### config.mk
export PLATFORM = sky130hd
export DESIGN_NAME = ctx_continuous_tx
export DESIGN_NICKNAME = d
export VERILOG_FILES = /design/src/hw/ctx_continuous_tx.v
export VERILOG_INCLUDE_DIRS = /design/src /design/src/hw
export SDC_FILE = /design/constraint.sdc
export NUM_CORES = 2
export LEC_CHECK = 0
export ABC_AREA = 1
export BUFFER_PORTS_ARGS = -buffer_cell sky130_fd_sc_hd__buf_4
export CORE_MARGIN = 3
export CORE_UTILIZATION = 35
export CTS_CLUSTER_DIAMETER = 60
export DETAILED_ROUTE_END_ITERATION = 7
export PLACE_DENSITY_LB_ADDON = 0.12
export SYNTH_ARGS = -nofsm -noshare
export SYNTH_HDL_FRONTEND = slang
export SYNTH_SLANG_ARGS = --single-unit
### constraint.sdc
create_clock -name sys_clk_in -period 5.6 [get_ports sys_clk_in]
set_input_delay 1.12 -clock sys_clk_in [delete_from_list [all_inputs] [get_ports sys_clk_in]]
set_output_delay 1.12 -clock sys_clk_in [all_outputs]
set_load 0.02 [all_outputs]
### src/hw/ctx_regs.vh
/*
 * register offsets, values and field positions of the continuous
 * transmission test mode controller; plain defines, no logic.
 */
`ifndef CTX_REGS_VH
`define CTX_REGS_VH

// ----------------------------------------------------------------
// register indices; the apb byte address is the index times four
// ----------------------------------------------------------------
`define CTX_IDX_STATE_READBACK  8'h01
`define CTX_IDX_STATE_COMMAND   8'h02
`define CTX_IDX_TEST_CONTROL    8'h0c
`define CTX_IDX_IRQ_MASK        8'h0e
`define CTX_IDX_IRQ_STATUS      8'h0f
`define CTX_IDX_CHANNEL         8'h08
`define CTX_IDX_TX_POWER        8'h05
`define CTX_IDX_CONT_TX         8'h1c
`define CTX_IDX_TEST_SETUP_36   8'h36
`define CTX_IDX_FRAME_BUF       8'h80
// ----------------------------------------------------------------
// state commands and readback codes
// ----------------------------------------------------------------
`define CTX_CMD_TX_START        8'h02
`define CTX_CMD_FORCE_OFF       8'h03
`define CTX_CMD_SYNTH_ON        8'h09
`define CTX_STS_OFF             8'h08
`define CTX_STS_SYNTH_ON        8'h09
`define CTX_STS_BUSY_TX         8'h02
`define CTX_CONT_DISABLE        8'h00
`define CTX_CONT_ENABLE         8'h46
// ----------------------------------------------------------------
// test control mode codes and interrupt bit
// ----------------------------------------------------------------
`define CTX_MODE_CW_100K        8'h0a
`define CTX_MODE_CW_250K        8'h0e
`define CTX_MODE_CW_DIRECT      8'h0f
`define CTX_IRQ_LOCK_BIT        0
`define CTX_GAIN_OFS_LSB        0
`define CTX_LOCK_CYCLES         8'd20
`define CTX_PHR_MAX             7'h7f

`endif

### src/hw/ctx_continuous_tx.v
/*
 * continuous transmission test mode controller: apb register slave,
 * transceiver state sequencer, frame buffer and symbol byte stream.
 * assumes an apb master on sys_clk_in and an rf back end that takes
 * one byte per tx_byte_valid_out pulse plus a tone select.
 */
//
// Function
// test mode transmits buffered frame or continuous wave without pause
// offset tones select plus or minus 0.25 or 0.1 mhz settings
// direct synthesizer tone at channel centre, no quadrature modulation
// host loads phr then psdu; device then repeats psdu bytes continuously
// host unmasks only the lock interrupt after reset
// host forces the off state with command 0x03; code ignores it while in busy transmit
// host sets channel and power, gain offset three for cw
// status reads 0x08 while in the off state
// command 0x09 starts synthesizer, lock sets interrupt status bit 0
// command 0x02 starts transmission, state becomes busy transmit
// host writes 0x00 to continuous tx register, then resets
// phr length sets how many psdu bytes repeat each cycle
// transmission continues until disable write or reset
`timescale 1ns/1ps
`include "ctx_regs.vh"

module ctx_continuous_tx #(
    parameter LOCK_CYCLES = `CTX_LOCK_CYCLES,
    parameter BUF_DEPTH   = 128
) (
    input  wire        sys_clk_in,
    input  wire        srst_in,
    input  wire        psel_in,
    input  wire        penable_in,
    input  wire        pwrite_in,
    input  wire [11:0] paddr_in,
    input  wire [31:0] pwdata_in,
    output wire [31:0] prdata_out,
    output wire        pready_out,
    output wire        pslverr_out,
    output reg  [7:0]  tx_byte_out,
    output reg         tx_byte_valid_out,
    output reg         tx_active_out,
    output reg  [1:0]  tone_sel_out,
    output reg         tone_direct_out,
    output reg         irq_out
);

    localparam ST_OFF  = 2'd0;
    localparam ST_LOCK = 2'd1;
    localparam ST_ON   = 2'd2;
    localparam ST_TX   = 2'd3;

    // ----------------------------------------------------------------
    // registers and state
    // ----------------------------------------------------------------
    reg  [7:0] irq_mask;
    reg  [7:0] irq_status;
    reg  [7:0] channel;
    reg  [7:0] tx_power;
    reg  [7:0] test_control;
    reg  [7:0] cont_tx;
    reg  [7:0] setup_36;
    reg  [7:0] frame_buf [0:BUF_DEPTH-1];
    reg  [1:0] state;
    reg  [7:0] lock_cnt;
    reg  [6:0] rd_ptr;
    reg  [7:0] rdata;
    reg        rd_err;
    reg  [7:0] state_code;

    wire       access   = psel_in & penable_in;
    wire       wr       = access & pwrite_in;
    wire [9:0] idx      = paddr_in[11:2];
    wire       buf_hit  = idx[9:7] == 3'b001;
    wire [6:0] buf_idx  = idx[6:0];
    wire [7:0] wbyte    = pwdata_in[7:0];
    wire [6:0] phr_len  = frame_buf[0][6:0];
    wire       cont_on  = cont_tx == `CTX_CONT_ENABLE;
    wire       is_cw    = test_control == `CTX_MODE_CW_100K
                        || test_control == `CTX_MODE_CW_250K
                        || test_control == `CTX_MODE_CW_DIRECT;

    assign pready_out  = 1'b1;
    assign prdata_out  = {24'h000000, rdata};
    assign pslverr_out = access & rd_err;

    // ----------------------------------------------------------------
    // read decode
    // ----------------------------------------------------------------
    always @* begin
        case (state)
            ST_OFF:  state_code = `CTX_STS_OFF;
            ST_TX:   state_code = `CTX_STS_BUSY_TX;
            default: state_code = `CTX_STS_SYNTH_ON;
        endcase
    end

    always @* begin
        rdata  = 8'h00;
        rd_err = 1'b0;
        if (buf_hit) begin
            rdata = frame_buf[buf_idx];
        end else if (idx[9:8] != 2'b00) begin
            rd_err = 1'b1;
        end else begin
            case (idx[7:0])
                `CTX_IDX_STATE_READBACK: rdata = state_code;
                `CTX_IDX_STATE_COMMAND:  rdata = state_code;
                `CTX_IDX_IRQ_MASK:       rdata = irq_mask;
                `CTX_IDX_IRQ_STATUS:     rdata = irq_status;
                `CTX_IDX_CHANNEL:        rdata = channel;
                `CTX_IDX_TX_POWER:       rdata = tx_power;
                `CTX_IDX_TEST_CONTROL:   rdata = test_control;
                `CTX_IDX_CONT_TX:        rdata = cont_tx;
                `CTX_IDX_TEST_SETUP_36:  rdata = setup_36;
                default:                 rd_err = 1'b1;
            endcase
        end
    end

    // ----------------------------------------------------------------
    // frame buffer
    // ----------------------------------------------------------------
    always @(posedge sys_clk_in) begin
        if (wr && buf_hit) begin
            frame_buf[buf_idx] <= wbyte;
        end
    end

    // ----------------------------------------------------------------
    // control registers, sequencer and stream
    // ----------------------------------------------------------------
    always @(posedge sys_clk_in) begin
        if (srst_in) begin
            irq_mask          <= 8'h00;
            irq_status        <= 8'h00;
            channel           <= 8'h00;
            tx_power          <= 8'h00;
            test_control      <= 8'h00;
            cont_tx           <= 8'h00;
            setup_36          <= 8'h00;
            state             <= ST_OFF;
            lock_cnt          <= 8'h00;
            rd_ptr            <= 7'h00;
            tx_byte_out       <= 8'h00;
            tx_byte_valid_out <= 1'b0;
            tx_active_out     <= 1'b0;
            tone_sel_out      <= 2'b00;
            tone_direct_out   <= 1'b0;
            irq_out           <= 1'b0;
        end else begin
            tx_byte_valid_out <= 1'b0;
            if (wr && !buf_hit && idx[9:8] == 2'b00) begin
                case (idx[7:0])
                    `CTX_IDX_IRQ_MASK:      irq_mask <= wbyte;
                    `CTX_IDX_CHANNEL:       channel <= wbyte;
                    `CTX_IDX_TX_POWER:      tx_power <= wbyte;
                    `CTX_IDX_TEST_CONTROL:  test_control <= wbyte;
                    `CTX_IDX_CONT_TX:       cont_tx <= wbyte;
                    `CTX_IDX_TEST_SETUP_36: setup_36 <= wbyte;
                    default:                ;
                endcase
            end
            // reading interrupt status clears it; a same-cycle lock wins
            if (access && !pwrite_in && !buf_hit
                    && idx[7:0] == `CTX_IDX_IRQ_STATUS) begin
                irq_status <= 8'h00;
            end
            case (state)
                ST_OFF: begin
                    lock_cnt <= 8'h00;
                    if (wr && !buf_hit && idx[7:0] == `CTX_IDX_STATE_COMMAND
                            && wbyte == `CTX_CMD_SYNTH_ON) begin
                        state <= ST_LOCK;
                    end
                end
                ST_LOCK: begin
                    lock_cnt <= lock_cnt + 8'd1;
                    if (lock_cnt == LOCK_CYCLES[7:0] - 8'd1) begin
                        state <= ST_ON;
                        irq_status[`CTX_IRQ_LOCK_BIT] <= 1'b1;
                    end
                end
                ST_ON: begin
                    if (wr && !buf_hit && idx[7:0] == `CTX_IDX_STATE_COMMAND
                            && wbyte == `CTX_CMD_TX_START) begin
                        state  <= ST_TX;
                        rd_ptr <= 7'h00;
                    end
                end
                ST_TX: begin
                    if (!cont_on) begin
                        state <= ST_OFF;
                    end else if (!is_cw) begin
                        // phr once, then psdu bytes 1..phr in a loop
                        tx_byte_valid_out <= 1'b1;
                        tx_byte_out       <= frame_buf[rd_ptr];
                        if (rd_ptr >= phr_len) begin
                            rd_ptr <= 7'h01;
                        end else begin
                            rd_ptr <= rd_ptr + 7'h01;
                        end
                    end
                end
                default: state <= ST_OFF;
            endcase
            if (wr && !buf_hit && idx[7:0] == `CTX_IDX_STATE_COMMAND
                    && wbyte == `CTX_CMD_FORCE_OFF && state != ST_TX) begin
                state <= ST_OFF;
            end
            tx_active_out   <= state == ST_TX && cont_on;
            tone_direct_out <= test_control == `CTX_MODE_CW_DIRECT;
            // bit1: 0.25 mhz setting, bit0: plus side from psdu byte
            tone_sel_out    <= {test_control == `CTX_MODE_CW_250K,
                                frame_buf[1][0]};
            irq_out         <= |(irq_status & irq_mask);
        end
    end

endmodule // ctx_continuous_tx

==> flow_summary.ini <==
[outcome]
status = finished clean

[timing]
finClkSkew_ps = 35.3
period_share_pct = 96.1
timing.fmax_mhz = 186
layout_min_cycle_time_ps = 5380
finalSetupViolCount = 0
hold_viol_final = 0
tns_ps = 0
setup_ws_ps = 217
worst_pin_slew_ps = 1140
slew-limit-headroom_pct = 23.5
slew_viol_final = 0
rsz0062_at_grt = false

[critical_path]
worst-path-max-fanout = 31
setup.worst_path.class = in -> out
required_ps = 4480
cp_top_family = simple AND/OR/NAND/NOR gates
rr_startpoint = rd_ptr[0]
r2r-end = tx_byte_out[4]
timing.critical_path.buf_inv = 5
cp-start-kind = input port
crit_path_end_kind = output port
path_cells = buf_8, clkinv_8, nor2_4, buf_4, a22oi_1, nand3b_1, nand2_1, nand2_1, inv_1, nand2_1, nor2_1, nand2_1, nand2_1, nand2_1, buf_4
crit_path_top_delay_cell = nor2_4
worstRegToRegCells = 12
worst_path_largest_cell_delay_ps = 820
cp.arrival_ps = 4260
path_common_cell = nand2_1
r2r_slack_ps = 2040

[cells_and_area]
finalNonFillerCells = 8796
drive_gt1_share_pct = 7.66
syn_to_final_growth_pct = 13.2
nNetsFinal = 6680

[drt]
routed-via-count = 48700
wl_um = 227000
drt.antenna.violating_nets = 0
drc = 0
dr.pass1.iters = 6
viasPerCell = 5.53
drt_iter0_markers = 5278
routedWlPerCell_um = 25.9

[placement]
dpl.hpwl_um = 142000
place.gp.congestion = 0.923
pre_cts_slack_ps = 325
io_buffers = 45
dp.cells = 8547

[pwr]
power.density_nw_per_um2 = 296
p_leak_nw = 24.9
ir_worst_vdd_mv = 0.311

[grt]
grtUsageTotal_pct = 26.9
grt_overflow = 0
grt_pass1_wl_um = 323000
grt_max_degree = 143
antenna_found_initial = 11
grt_pass1_vias = 45000

[die]
ios = 97
dieWidth_um = 407
start_util_pct = 35.4
die_area_sq_um = 165000
core-area_sq_um = 159000
rows = 146
die_h_um = 407

[yosys]
yosysSeqAreaShare_pct = 57.6
synth_edf_count = 1024
synth.cell_area_sq_um = 56200
ys_top_cells_by_area = edfxtp_1 (55%), nand2_1 (20%), nand3_1 (8.2%)
synthDistinctLibCells = 55
async_reset_ff_share_pct = 0
yosysMostFrequentCell = nand2_1
ys_ff_latch = 1104
synth_warnings = 0
synth_flop_cell = edfxtp_1
synth_top_area_share_pct = 54.7
synth_top_area_cell = edfxtp_1
synthTopCellsByCount = nand2_1 (3000), edfxtp_1 (1024), nand3_1 (923), a21oi_1 (275), nor2_1 (261)
syn_avg_cell_area_sq_um = 8.46
syn_inst = 6645

[worst_hold_path]
hp-start = irq_mask[0]
hold_path_class = reg -> reg
worstHoldPathCells = 2
whs_endpoint = irq_out

[cts]
cts_resized = 0
cts_tree = done
h-tree-depth = 4
cts_setup_buffers = 0
cts_hold_buf = 0
cts_buffer_depth = 3
cts.sinks = 1104
cts_buffers = 140
clk_latency_ps = 780
cts-root-buf = clkbuf_16
path_clk_slew_ps = 60

[flow_run]
maxCapViolCount = 0
-- how the worst max path moves through the flow --
stage                     start             to  slack [ps]  cells after the start
finish              paddr_in[2]  prdata_out[1]         220                     15
global route        paddr_in[2]  prdata_out[1]         150                     15
floorplan           paddr_in[2]    pslverr_out        1850                     11
global placement    paddr_in[2]  prdata_out[1]         320                     17
CTS                 paddr_in[2]  prdata_out[1]         320                     15
detailed placement  paddr_in[2]  prdata_out[1]         320                     15
-- worst register-to-register path, stage by stage (launching register included) --
cell and delay [ps]:
dfxtp_4 740, inv_8 400, buf_4 500, nand2_1 110
nand3_1 70, nand3_1 190, nand3_1 270, nand3_1 210
nand2_1 210, nand2_1 120, nand3_1 200, nand2_1 260
a21boi_0 120
-- power breakdown --
| group | switching, mW | internal [mW] |
|---|---|---|
| clock | 3.65 | 5.04 |
| combinational | 0.863 | 0.264 |
| sequential | 0.00482 | 9.01 |
| total | 4.52 | 14.3 |
-- through the flow --
step / hold WS (ps) / area (sq um) / util, % / total power [mW]
5_1_grt: 493 / 63600 / 40.0 / 19.4
4_1_cts: 443 / 63600 / 40.0 / 18.9
6_report: 435 / 63600 / 40.0 / 18.8
3_5_place_dp: 442 / 59300 / 37.3 / 10.3
2_1_floorplan: 420 / 56300 / - / 9.73
3_3_place_gp: 447 / 59300 / 37.3 / 10.3
-- final cells by class --
class                   instances  area [sq um]
clock inverters                71           591
well taps                    2072          2590
diodes                          5          12.5
repair buffers                256          2440
inverters                     183           732
flip-flops and latches       1104         32400
clock buffers                 173          3720
multi-input cells            4932         21100
fillers                     15800         95300
-- flip-flops by register name (all words and copies together), names as in the netlist --
name	cells
channel	8
cont_tx	8
frame_buf	1024
irq_mask	8
irq_out	1
irq_status	1
lock_cnt	8
rd_ptr	7
setup_36	8
state	2
test_control	8
tone_direct_out	1
tone_sel_out	2
tx_active_out	1
tx_byte_out	8
tx_byte_valid_out	1
tx_power	8
-- cell families (layout without fill, tap and decap cells) --
logic type	count (synthesis)	in the layout	share of synthesized area (%)
simple gates	4290	4290	31.3
flops	1104	1104	57.6
buf+inv	632	683	5.03
compound gates	599	599	5.68
fa+ha+maj	14	14	0.312
xor+xnor	4	4	0.0624
other cells	2	30	0.0134
-- layout by cell type, fill, tap and decap left out, types with 9 or more instances in the layout --
| cell | n |
|---|---|
| nand2_2 | 9 |
| ha_1 | 14 |
| nor2_1 | 260 |
| clkinv_1 | 28 |
| clkbuf_16 | 144 |
| nand2_1 | 2996 |
| buf_4 | 214 |
| clkinv_2 | 18 |
| o21ai_1 | 16 |
| dfxtp_1 | 75 |
| nand3_1 | 923 |
| nor3_1 | 10 |
| a22oi_1 | 15 |
| o21ai_0 | 245 |
| clkbuf_1 | 28 |
| clkinvlp_4 | 9 |
| o211ai_1 | 21 |
| nand4_1 | 39 |
| inv_2 | 11 |
| a21oi_1 | 275 |
| buf_12 | 40 |
| edfxtp_1 | 1024 |
| inv_1 | 162 |
| conb_1 | 25 |
-- per-layer routing --
metal	routed length, um	vias up	global-route usage [%]
met5	17	-	0
met4	9060	2	10.3
met3	19600	409	4.95
met2	101000	2278	41.6
met1	97300	23800	37.6
li1	-	22200	-
Note: power is estimated with default switching activity, not from simulation.
